File: config.mk
export PLATFORM = sky130hd
export DESIGN_NAME = pmt_trap_timer_cfg
export DESIGN_NICKNAME = d
export VERILOG_FILES = /design/src/pmt_pkg.sv /design/src/pmt_trap_timer_cfg.sv /design/src/pmt_idle_timer.sv
export SDC_FILE = /design/constraint.sdc
export NUM_CORES = 1
export LEC_CHECK = 0
export ABC_AREA = 1
export BUFFER_PORTS_ARGS = -buffer_cell sky130_fd_sc_hd__buf_2
export CAP_MARGIN = 0
export CORE_MARGIN = 3
export CORE_UTILIZATION = 40
export CTS_CLUSTER_DIAMETER = 50
export DETAILED_ROUTE_END_ITERATION = 16
export GPL_TIMING_DRIVEN = 0
export MAX_ROUTING_LAYER = met4
export PLACE_DENSITY_LB_ADDON = 0.15
export SLEW_MARGIN = 20
export SYNTH_ARGS = -nofsm -noshare
export SYNTH_HDL_FRONTEND = slang
export SYNTH_SLANG_ARGS = --single-unit
export TNS_END_PERCENT = 30
File: constraint.sdc
create_clock -name clk_sys -period 3.15 [get_ports clk_sys]
set_input_delay 0 -clock clk_sys [delete_from_list [all_inputs] [get_ports clk_sys]]
set_output_delay 0 -clock clk_sys [all_outputs]
set_load 0.01 [all_outputs]
File: src/pmt_pkg.sv
// package: register indices, field positions, reset values, period tables
// assumes: 100 MHz clk_sys; registers reached as 32-bit words over APB
//
// Summary of operation
// - Bit 7 of the trap 2 control register masks I/O bits 15..10 from the trap 2 compare.
// - Bit 6 of the trap 2 control register masks I/O bits 31..16 from the trap 2 compare.
// - Bits 4..2 give how many lowest address bits are masked, none at 000 up to seven at 111.
// - Bit 1 lets non-motherboard memory accesses count as activity for user timer 1.
// - Bit 0 lets non-motherboard memory accesses count as activity for the throttle timer.
// - Monitor bits 7..4 let trap 1 hits restart standby, suspend, user 1 and throttle timers.
// - Monitor bits 3..0 let trap 2 hits restart standby, suspend, user 1 and throttle timers.
// - The upper standby/suspend nibble picks a standby period from 0.4 s up to 240 min.
// - The lower standby/suspend nibble picks a suspend period from 0.2 s up to 120 min.
// - Bits 7..4 of the user 1/2 register pick user timer 1's period from the 0.2 s..120 min table.
// - Bits 3..0 of the user 1/2 register pick user timer 2's period from the same table.
// - Bits 7..4 of the user 3 register pick user timer 3's period from the same table.
// - Bits 3..2 of the user 3 register pick the slowed-to-stop clock delay: 430 us, 7 ms, 55 ms, 1 s.
// - An I/O access matching the trap 2 address after masking raises a management interrupt.

package pmt_pkg;

  // ==========================================================================
  // register indices and address width
  localparam logic [9:0]  IDX_TRAP2_DETECT  = 10'h05D;
  localparam logic [9:0]  IDX_TRAP_MONITOR  = 10'h05E;
  localparam logic [9:0]  IDX_STBY_SUSP_CNT = 10'h05F;
  localparam logic [9:0]  IDX_USER12_CNT    = 10'h060;
  localparam logic [9:0]  IDX_USER3_STOP    = 10'h061;
  localparam int          ADDR_W            = 12;
  localparam logic [7:0]  REG_RESET         = 8'h00;

  // ==========================================================================
  // writable bits per register; reserved bits stay zero
  localparam logic [7:0]  WMASK_TRAP2       = 8'hDF;
  localparam logic [7:0]  WMASK_FULL        = 8'hFF;
  localparam logic [7:0]  WMASK_USER3       = 8'hFC;

  // ==========================================================================
  // field positions
  localparam int          B_MASK_MID        = 7;
  localparam int          B_MASK_HIGH       = 6;
  localparam int          B_LOWSEL_HI       = 4;
  localparam int          B_LOWSEL_LO       = 2;
  localparam int          B_NMB_USER1       = 1;
  localparam int          B_NMB_THROTTLE    = 0;
  localparam int          B_MON_T1          = 4;
  localparam int          B_MON_T2          = 0;
  localparam int          B_STOP_HI         = 3;
  localparam int          B_STOP_LO         = 2;

  // timer slots: standby, suspend, user 1, user 2, user 3
  localparam int          N_IDLE            = 5;
  localparam int          T_STANDBY         = 0;
  localparam int          T_SUSPEND         = 1;
  localparam int          T_USER1           = 2;
  localparam int          T_USER2           = 3;
  localparam int          T_USER3           = 4;

  // ==========================================================================
  // timing
  localparam int          CLK_MHZ           = 100;
  localparam int          US_PER_TICK       = 100000;
  localparam int          PERIOD_W          = 18;
  localparam int          STOP_W            = 20;

  // idle periods in units of 100 ms; entry 16 is the standby-only 240 min
  localparam logic [PERIOD_W-1:0] PERIOD_100MS [17] = '{
    18'h00002, 18'h00004, 18'h0000A, 18'h00012,
    18'h00023, 18'h00046, 18'h0008C, 18'h00118,
    18'h00230, 18'h004B0, 18'h008E8, 18'h01194,
    18'h02328, 18'h04650, 18'h08CA0, 18'h11940,
    18'h23280};

  // slowed-to-stop delays in microseconds: 430, 7000, 55000, 1000000
  localparam logic [STOP_W-1:0] STOP_DELAY_US [4] = '{
    20'h001AE, 20'h01B58, 20'h0D6D8, 20'hF4240};

  // ==========================================================================
  // carriers
  typedef struct packed {
    logic        valid;
    logic [31:0] addr;
  } pmt_io_t;

endpackage : pmt_pkg

File: src/pmt_trap_timer_cfg.sv
// top: trap 2 compare, activity routing, terminal count selects, APB slave
// assumes: APB master per AMBA; trap 1 compare and trap 2 address elsewhere
//
// The APB register port was chosen for this implementation.
`timescale 1ns/1ps
`default_nettype none

module pmt_trap_timer_cfg #(
  parameter int US_CYCLES   = pmt_pkg::CLK_MHZ,
  parameter int TICK_US     = pmt_pkg::US_PER_TICK
) (
  input  wire logic                     clk_sys,
  input  wire logic                     rstn,
  // apb slave
  input  wire logic                     psel,
  input  wire logic                     penable,
  input  wire logic                     pwrite,
  input  wire logic [pmt_pkg::ADDR_W-1:0] paddr,
  input  wire logic [31:0]              pwdata,
  output logic                          pready,
  output logic                          pslverr,
  output logic [31:0]                   prdata,
  // bus events
  input  wire pmt_pkg::pmt_io_t         ioAccess,
  input  wire logic [31:0]              trap2Addr,
  input  wire logic                     trap1Hit,
  input  wire logic                     nmbAccess,
  input  wire logic [1:0]               userActivity,
  input  wire logic                     slowedClockState,
  // results
  output logic                          trap2Smi,
  output logic                          throttleActivity,
  output logic [pmt_pkg::N_IDLE-1:0]    timerExpired,
  output logic                          stopClockState
);

  // refused at elaboration: prescalers need at least two counts
  if (US_CYCLES < 2) begin : gBadUs
    $error("pmt_trap_timer_cfg: US_CYCLES below 2");
  end
  if (TICK_US < 2) begin : gBadTick
    $error("pmt_trap_timer_cfg: TICK_US below 2");
  end

  localparam int UC_W = $clog2(US_CYCLES);
  localparam int TK_W = $clog2(TICK_US);

  typedef struct packed {
    logic [7:0]      trap2Det;
    logic [7:0]      monitor;
    logic [7:0]      stbySusp;
    logic [7:0]      user12;
    logic [7:0]      user3Stop;
    logic [31:0]     rdata;
    logic            trap2Hit;
    logic            throttleAct;
    logic            stopState;
    logic [UC_W-1:0] usCnt;
    logic            usTick;
    logic [TK_W-1:0] tkCnt;
    logic            tick;
  } pmt_top_t;

  pmt_top_t st;
  pmt_top_t next_st;

  // ==========================================================================
  // apb decode
  logic [9:0] wordIdx;
  logic       hitDet;
  logic       hitMon;
  logic       hitSs;
  logic       hitU12;
  logic       hitU3;
  logic       mapped;
  logic       wrEn;
  logic       setup;
  logic [7:0] rdByte;

  assign wordIdx = paddr[pmt_pkg::ADDR_W-1:2];
  assign hitDet  = wordIdx == pmt_pkg::IDX_TRAP2_DETECT;
  assign hitMon  = wordIdx == pmt_pkg::IDX_TRAP_MONITOR;
  assign hitSs   = wordIdx == pmt_pkg::IDX_STBY_SUSP_CNT;
  assign hitU12  = wordIdx == pmt_pkg::IDX_USER12_CNT;
  assign hitU3   = wordIdx == pmt_pkg::IDX_USER3_STOP;
  assign mapped  = hitDet | hitMon | hitSs | hitU12 | hitU3;
  assign setup   = psel && !penable;
  // read data is latched in setup so the access phase never waits
  assign wrEn    = psel && penable && pwrite && mapped;
  assign pready  = 1'b1;
  assign pslverr = psel && penable && !mapped;

  always_comb begin
    rdByte = 8'h00;
    unique case (1'b1)
      hitDet:  rdByte = st.trap2Det;
      hitMon:  rdByte = st.monitor;
      hitSs:   rdByte = st.stbySusp;
      hitU12:  rdByte = st.user12;
      hitU3:   rdByte = st.user3Stop;
      default: rdByte = 8'h00;
    endcase
  end

  // ==========================================================================
  // trap 2 compare
  logic [31:0] cmpMask;
  logic [2:0]  lowSel;
  logic        trap2Match;

  assign lowSel = st.trap2Det[pmt_pkg::B_LOWSEL_HI:pmt_pkg::B_LOWSEL_LO];

  always_comb begin
    cmpMask = 32'hFFFFFFFF;
    if (st.trap2Det[pmt_pkg::B_MASK_HIGH])
      cmpMask[31:16] = 16'h0000;
    if (st.trap2Det[pmt_pkg::B_MASK_MID])
      cmpMask[15:10] = 6'h00;
    for (int i = 0; i < 7; i++) begin
      if (i < int'(lowSel)) cmpMask[i] = 1'b0;
    end
  end

  assign trap2Match = ioAccess.valid &&
                      ((ioAccess.addr ^ trap2Addr) & cmpMask) == 32'h0;

  // ==========================================================================
  // activity routing
  logic [3:0]                 t1Mon;
  logic [3:0]                 t2Mon;
  logic [pmt_pkg::N_IDLE-1:0] idleRestart;
  logic                       throttleEvt;

  assign t1Mon = st.monitor[pmt_pkg::B_MON_T1 +: 4];
  assign t2Mon = st.monitor[pmt_pkg::B_MON_T2 +: 4];

  // monitor nibbles run standby, suspend, user 1, throttle from msb down
  assign idleRestart[pmt_pkg::T_STANDBY] =
    (trap1Hit && t1Mon[3]) || (st.trap2Hit && t2Mon[3]);
  assign idleRestart[pmt_pkg::T_SUSPEND] =
    (trap1Hit && t1Mon[2]) || (st.trap2Hit && t2Mon[2]);
  assign idleRestart[pmt_pkg::T_USER1] =
    (trap1Hit && t1Mon[1]) || (st.trap2Hit && t2Mon[1]) ||
    (nmbAccess && st.trap2Det[pmt_pkg::B_NMB_USER1]);
  assign idleRestart[pmt_pkg::T_USER2] = userActivity[0];
  assign idleRestart[pmt_pkg::T_USER3] = userActivity[1];
  assign throttleEvt =
    (trap1Hit && t1Mon[0]) || (st.trap2Hit && t2Mon[0]) ||
    (nmbAccess && st.trap2Det[pmt_pkg::B_NMB_THROTTLE]);

  // ==========================================================================
  // terminal count selects
  logic [pmt_pkg::PERIOD_W-1:0] idleLimit [pmt_pkg::N_IDLE];
  logic [pmt_pkg::STOP_W-1:0]   stopLimit;
  logic [1:0]                   stopSel;

  // standby table starts one entry later and ends at 240 min
  assign idleLimit[pmt_pkg::T_STANDBY] =
    pmt_pkg::PERIOD_100MS[int'(st.stbySusp[7:4]) + 1];
  assign idleLimit[pmt_pkg::T_SUSPEND] =
    pmt_pkg::PERIOD_100MS[st.stbySusp[3:0]];
  assign idleLimit[pmt_pkg::T_USER1] =
    pmt_pkg::PERIOD_100MS[st.user12[7:4]];
  assign idleLimit[pmt_pkg::T_USER2] =
    pmt_pkg::PERIOD_100MS[st.user12[3:0]];
  assign idleLimit[pmt_pkg::T_USER3] =
    pmt_pkg::PERIOD_100MS[st.user3Stop[7:4]];
  assign stopSel   = st.user3Stop[pmt_pkg::B_STOP_HI:pmt_pkg::B_STOP_LO];
  assign stopLimit = pmt_pkg::STOP_DELAY_US[stopSel];

  // ==========================================================================
  // timers
  logic stopExpired;

  genvar g;
  generate
    for (g = 0; g < pmt_pkg::N_IDLE; g++) begin : gIdle
      pmt_idle_timer #(
        .W (pmt_pkg::PERIOD_W)
      ) uTimer (
        .clk_sys (clk_sys),
        .rstn    (rstn),
        .tick    (st.tick),
        .restart (idleRestart[g]),
        .limit   (idleLimit[g]),
        .expired (timerExpired[g])
      );
    end
  endgenerate

  // held in restart outside the slowed state, so it times only that state
  pmt_idle_timer #(
    .W (pmt_pkg::STOP_W)
  ) uStopDelay (
    .clk_sys (clk_sys),
    .rstn    (rstn),
    .tick    (st.usTick),
    .restart (!slowedClockState),
    .limit   (stopLimit),
    .expired (stopExpired)
  );

  // ==========================================================================
  // next state
  always_comb begin
    next_st = st;
    // prescalers: microsecond tick, then 100 ms tick
    next_st.usTick = 1'b0;
    next_st.tick   = 1'b0;
    if (st.usCnt == UC_W'(US_CYCLES - 1)) begin
      next_st.usCnt  = '0;
      next_st.usTick = 1'b1;
    end else begin
      next_st.usCnt = st.usCnt + UC_W'(1);
    end
    if (st.usTick) begin
      if (st.tkCnt == TK_W'(TICK_US - 1)) begin
        next_st.tkCnt = '0;
        next_st.tick  = 1'b1;
      end else begin
        next_st.tkCnt = st.tkCnt + TK_W'(1);
      end
    end
    // bus events
    next_st.trap2Hit    = trap2Match;
    next_st.throttleAct = throttleEvt;
    if (!slowedClockState)
      next_st.stopState = 1'b0;
    else if (stopExpired)
      next_st.stopState = 1'b1;
    // register access
    if (setup) next_st.rdata = {24'h000000, rdByte};
    if (wrEn) begin
      if (hitDet)
        next_st.trap2Det  = pwdata[7:0] & pmt_pkg::WMASK_TRAP2;
      if (hitMon)
        next_st.monitor   = pwdata[7:0] & pmt_pkg::WMASK_FULL;
      if (hitSs)
        next_st.stbySusp  = pwdata[7:0] & pmt_pkg::WMASK_FULL;
      if (hitU12)
        next_st.user12    = pwdata[7:0] & pmt_pkg::WMASK_FULL;
      if (hitU3)
        next_st.user3Stop = pwdata[7:0] & pmt_pkg::WMASK_USER3;
    end
  end

  always_ff @(posedge clk_sys or negedge rstn) begin
    if (!rstn) st <= '0;
    else       st <= next_st;
  end

  assign prdata           = st.rdata;
  assign trap2Smi         = st.trap2Hit;
  assign throttleActivity = st.throttleAct;
  assign stopClockState   = st.stopState;
endmodule : pmt_trap_timer_cfg

`default_nettype wire

File: src/pmt_idle_timer.sv
// idle timer: counts ticks, restarts on activity, fires once per idle span
// assumes: tick is a one-cycle pulse in the clk_sys domain
`timescale 1ns/1ps
`default_nettype none

module pmt_idle_timer #(
  parameter int W = 18
) (
  input  wire logic         clk_sys,
  input  wire logic         rstn,
  input  wire logic         tick,
  input  wire logic         restart,
  input  wire logic [W-1:0] limit,
  output logic              expired
);

  // refused at elaboration: a one-bit count cannot hold a limit
  if (W < 2) begin : gBadW
    $error("pmt_idle_timer: W too small");
  end

  typedef struct packed {
    logic [W-1:0] count;
    logic         done;
    logic         expired;
  } pmt_tmr_t;

  pmt_tmr_t st;
  pmt_tmr_t next_st;

  // ==========================================================================
  // counting
  always_comb begin
    next_st = st;
    next_st.expired = 1'b0;
    if (restart) begin
      next_st.count = '0;
      next_st.done  = 1'b0;
    end else if (tick && !st.done) begin
      // done holds the timer so expiry is signalled once per idle span
      if ((st.count + W'(1)) >= limit) begin
        next_st.count   = '0;
        next_st.done    = 1'b1;
        next_st.expired = 1'b1;
      end else begin
        next_st.count = st.count + W'(1);
      end
    end
  end

  always_ff @(posedge clk_sys or negedge rstn) begin
    if (!rstn) st <= '0;
    else       st <= next_st;
  end

  assign expired = st.expired;
endmodule : pmt_idle_timer

`default_nettype wire

==> impl_metrics.env <==
export IMPL_portBuffers=109
export IMPL_arrival_ns=3.44
export IMPL_crit_chain="ha_4 > or2_4 > nand2_4 > or2_2 > nand2_1 > inv_1 > a32oi_2 > ha_1 > nand2_1 > inv_1 > o21ai_0 > nand2_1 > nand2_1 > nand3_1 > nand2_1 > nand4_1 > nor2_4 > buf_6 > nand2_1 > o21ai_0"
export IMPL_drcViolationCount=0
export IMPL_yosysSeqAreaShare_pct=31.2
export IMPL_end_kind="flip-flop"
export IMPL_chipWidth_um=204
export IMPL_die_h_um=204
export IMPL_finalClockSkew_ns=0.0154
export IMPL_cp_required_ns=3.54
export IMPL_rows=71
export IMPL_ys_warn_count=0
export IMPL_num_nets_final=2726
export IMPL_drt_total_wl_um=42800
export IMPL_hold_viol=0
export IMPL_worst_slew_pin_slew_ns=0.764
export IMPL_relSlewSlack_pct=48.6
export IMPL_cpMostUsedCell="nand2_1"
export IMPL_antenna_found_initial=2
export IMPL_cts_tree="built"
export IMPL_holdCritPathClass="in -> async"
export IMPL_synth_flop_cell="dfrtp_1"
export IMPL_synth_area_um2=15700
export IMPL_power_density_nw_per_um2=273
export IMPL_wl_per_cell_um=14.3
export IMPL_fin_area_um2=18900
export IMPL_dieArea_um2=41700
export IMPL_ant_nets=0
export IMPL_floorplan_initialDensity_pct=41.1
export IMPL_dr_first_iter_drc_count=895
export IMPL_drive_gt1_share_pct=16.5
export IMPL_cts_buffers=17
export IMPL_synth_edff_count=0
export IMPL_gp_congestion=0.890
export IMPL_placed_cells_incl_taps=2868
export IMPL_grt_pass1_wl_um=68800
export IMPL_grt_pass1_vias=13900
export IMPL_peakVddDrop_v=0.000343
export IMPL_leakagePower_nw=9.93
export IMPL_period_needed_ns=3.05
export IMPL_grt_max_degree=96
export IMPL_coreArea_um2=38200
export IMPL_layout_setup_ws_ns=0.101
export IMPL_root_buffer="clkbuf_16"
export IMPL_dpl_instance_area_um2=17100
export IMPL_num_io_pins=161
export IMPL_ctsLongestPathBuffers=2
export IMPL_clk_pin_slew_ns=0.08
export IMPL_cts_htree_levels=4
export IMPL_fin_util_pct=49.5
export IMPL_setup_violations_final=0
export IMPL_dr_pass1_iters=5
export IMPL_syn_inst=2223
export IMPL_grt_util_all_layers_pct=20.6
export IMPL_syn2layout_area_growth_pct=20.4
export IMPL_max_freq_ghz=0.328
export IMPL_timing_final_crit_share_pct=96.8
export IMPL_cap_violations=0
export IMPL_avgSynthCellArea_um2=7.07
export IMPL_cts_num_sinks=196
export IMPL_maxSlewViolCount=0
export IMPL_async_flop_share_pct=100
export IMPL_fillers=3843
export IMPL_worstPathMaxFanout=10
export IMPL_grt_overflow_total=0
export IMPL_critical_path_slowest_cell="dfrtp_2"
export IMPL_place_ws_ns=-0.474
export IMPL_viasPerCell=4.99
export IMPL_max_stage_delay_ns=0.49
export IMPL_stdcell_count=2987
export IMPL_clock_latency_ns=0.48
export IMPL_hpwl_um=32700
export IMPL_status="complete, no violations"
export IMPL_ys_seq_elements=196
export IMPL_yosysUniqueCellTypes=57
export IMPL_vias=14900
export IMPL_rsz0062_at_grt="yes"
export IMPL_start_kind="flip-flop"
export IMPL_critPathKind="reg -> reg"
layout make-up:
type                       instances  area, µm²  area share [%]
multi-input combinational       1661       9740            51.5
sequential                       196       4920            26.0
timing repair buffer             195       1310            6.90
inverter                         307       1160            6.11
tap                              511        639            3.38
buffer                            83        554            2.93
clock buffer                      17        425            2.25
clock inverter                    15        178           0.939
antenna                            2       5.00          0.0264
per-stage QoR:
stage                     TNS [ns]  hold WS, ns  power (mW)
after floorplan                  0       -0.296        2.71
after global placement     -278.85        0.212        2.87
after detailed placement    -16.65      -0.0538        2.89
after CTS                  -0.0202      0.00909        5.24
after global routing         -1.79       0.0615        5.37
final                            0       0.0367        5.17
per-layer routing:
metal	global-route usage (%)	share of wire, %
met1	27.1	47
met2	33.2	47
met3	3.74	3.9
met4	5.14	1.9
met5	-	0
cells in the final DEF (no fill, tap or decap), drive strengths merged, types with 6 or more instances in the layout:
| cell | instances |
|---|---|
| nand2 | 607 |
| inv | 312 |
| nor2 | 243 |
| buf | 231 |
| dfrtp | 196 |
| ha | 146 |
| nand3 | 115 |
| o21ai | 109 |
| nand4 | 79 |
| xor2 | 75 |
| a21oi | 61 |
| nor3 | 54 |
| clkbuf | 43 |
| xnor2 | 31 |
| conb | 25 |
| o22ai | 22 |
| dlygate4sd3 | 21 |
| nor4 | 14 |
| o21bai | 9 |
| clkinv | 9 |
| or2 | 8 |
| a211oi | 8 |
| nand3b | 7 |
| nor3b | 7 |
| a21o | 6 |
| a31oi | 6 |
where the power goes:
| part | switching [mW] | internal [mW] | total [mW] |
|---|---|---|---|
| combinational | 0.188 | 0.139 | 0.327 |
| clock | 1.17 | 1.15 | 2.31 |
| sequential | 0.00418 | 2.52 | 2.52 |
| total | 1.36 | 3.81 | 5.17 |
state kept, by name (all words and copies together) (netlist names), 3 cells and up:
register	flops
gIdle.uTimer.expired	5
gIdle.uTimer.st	95
lowSel	3
prdata	8
st	60
uStopDelay.st	21
worst max-delay path: cells and delay by family, from the launching register on:
family                   cells  cell delay (ns)
AO/OA/AOI/OAI                3             0.39
adder cells (fa/ha/maj)      2             0.46
AND/OR/NAND/NOR             12             1.37
flip-flops                   1             0.49
buffers and inverters        3             0.26
worst paths after layout:
path | from | endpoint | slack [ns] | depth (start not counted)
max | st[81] | gIdle[0].uTimer.st[15] | 0.10 | 20
min | rstn | gIdle[4].uTimer.st[9] | 0.04 | 2
max reg2reg | st[81] | gIdle[0].uTimer.st[15] | 0.10 | 20
min reg2reg | st[19] | st[19] | 0.46 | 1
max in group asynchronous | rstn | uStopDelay.st[2] | 2.28 | 3
min in group clk_sys | penable | prdata[2] | 0.04 | 5
cell usage after synthesis, types with 6 or more instances:
library cell  instances  share of area [%]
nand2_1             598                 14
inv_1               299                7.1
nor2_1              232                5.5
dfrtp_1             196                 31
ha_1                146                 12
nand3_1             110                3.5
o21ai_0              84                2.7
nand4_1              78                3.1
xor2_1               75                4.2
a21oi_1              59                1.9
nor3_1               49                1.6
buf_4                43                2.1
xnor2_1              31                1.7
clkbuf_1             26               0.62
o21ai_1              25               0.80
o22ai_1              22               0.88
nor4_1               12               0.48
o21bai_1              9               0.43
a211oi_1              8               0.38
buf_2                 7               0.22
nor2_2                7               0.28
or2_2                 7               0.28
a21o_1                6               0.29
a31oi_1               6               0.24
nand2_2               6               0.24
nand3b_1              6               0.29
nor3b_1               6               0.29
repair_timing:
item / 4_1_cts / 5_1_grt
endpoints found under the hold margin: 257 / 0
gates cloned: 0 / 3
resized for setup: 29 / 132
setup endpoints to repair: 94 / 118
buffers inserted: 13 / 48
hold buffers: 21 / 0
pin swaps: 8 / 62
logic make-up (layout without fill, tap and decap cells):
group	count (synthesis)	in the layout	synth area share, %
simple gates	1140	1141	31.7
buf+inv	390	617	10.6
compound gates	243	243	8.85
flops	196	196	31.2
fa+ha+maj	146	146	11.6
xor+xnor	106	106	5.91
other cells	2	27	0.0478
No activity file was read; power rests on OpenSTA's default activity.
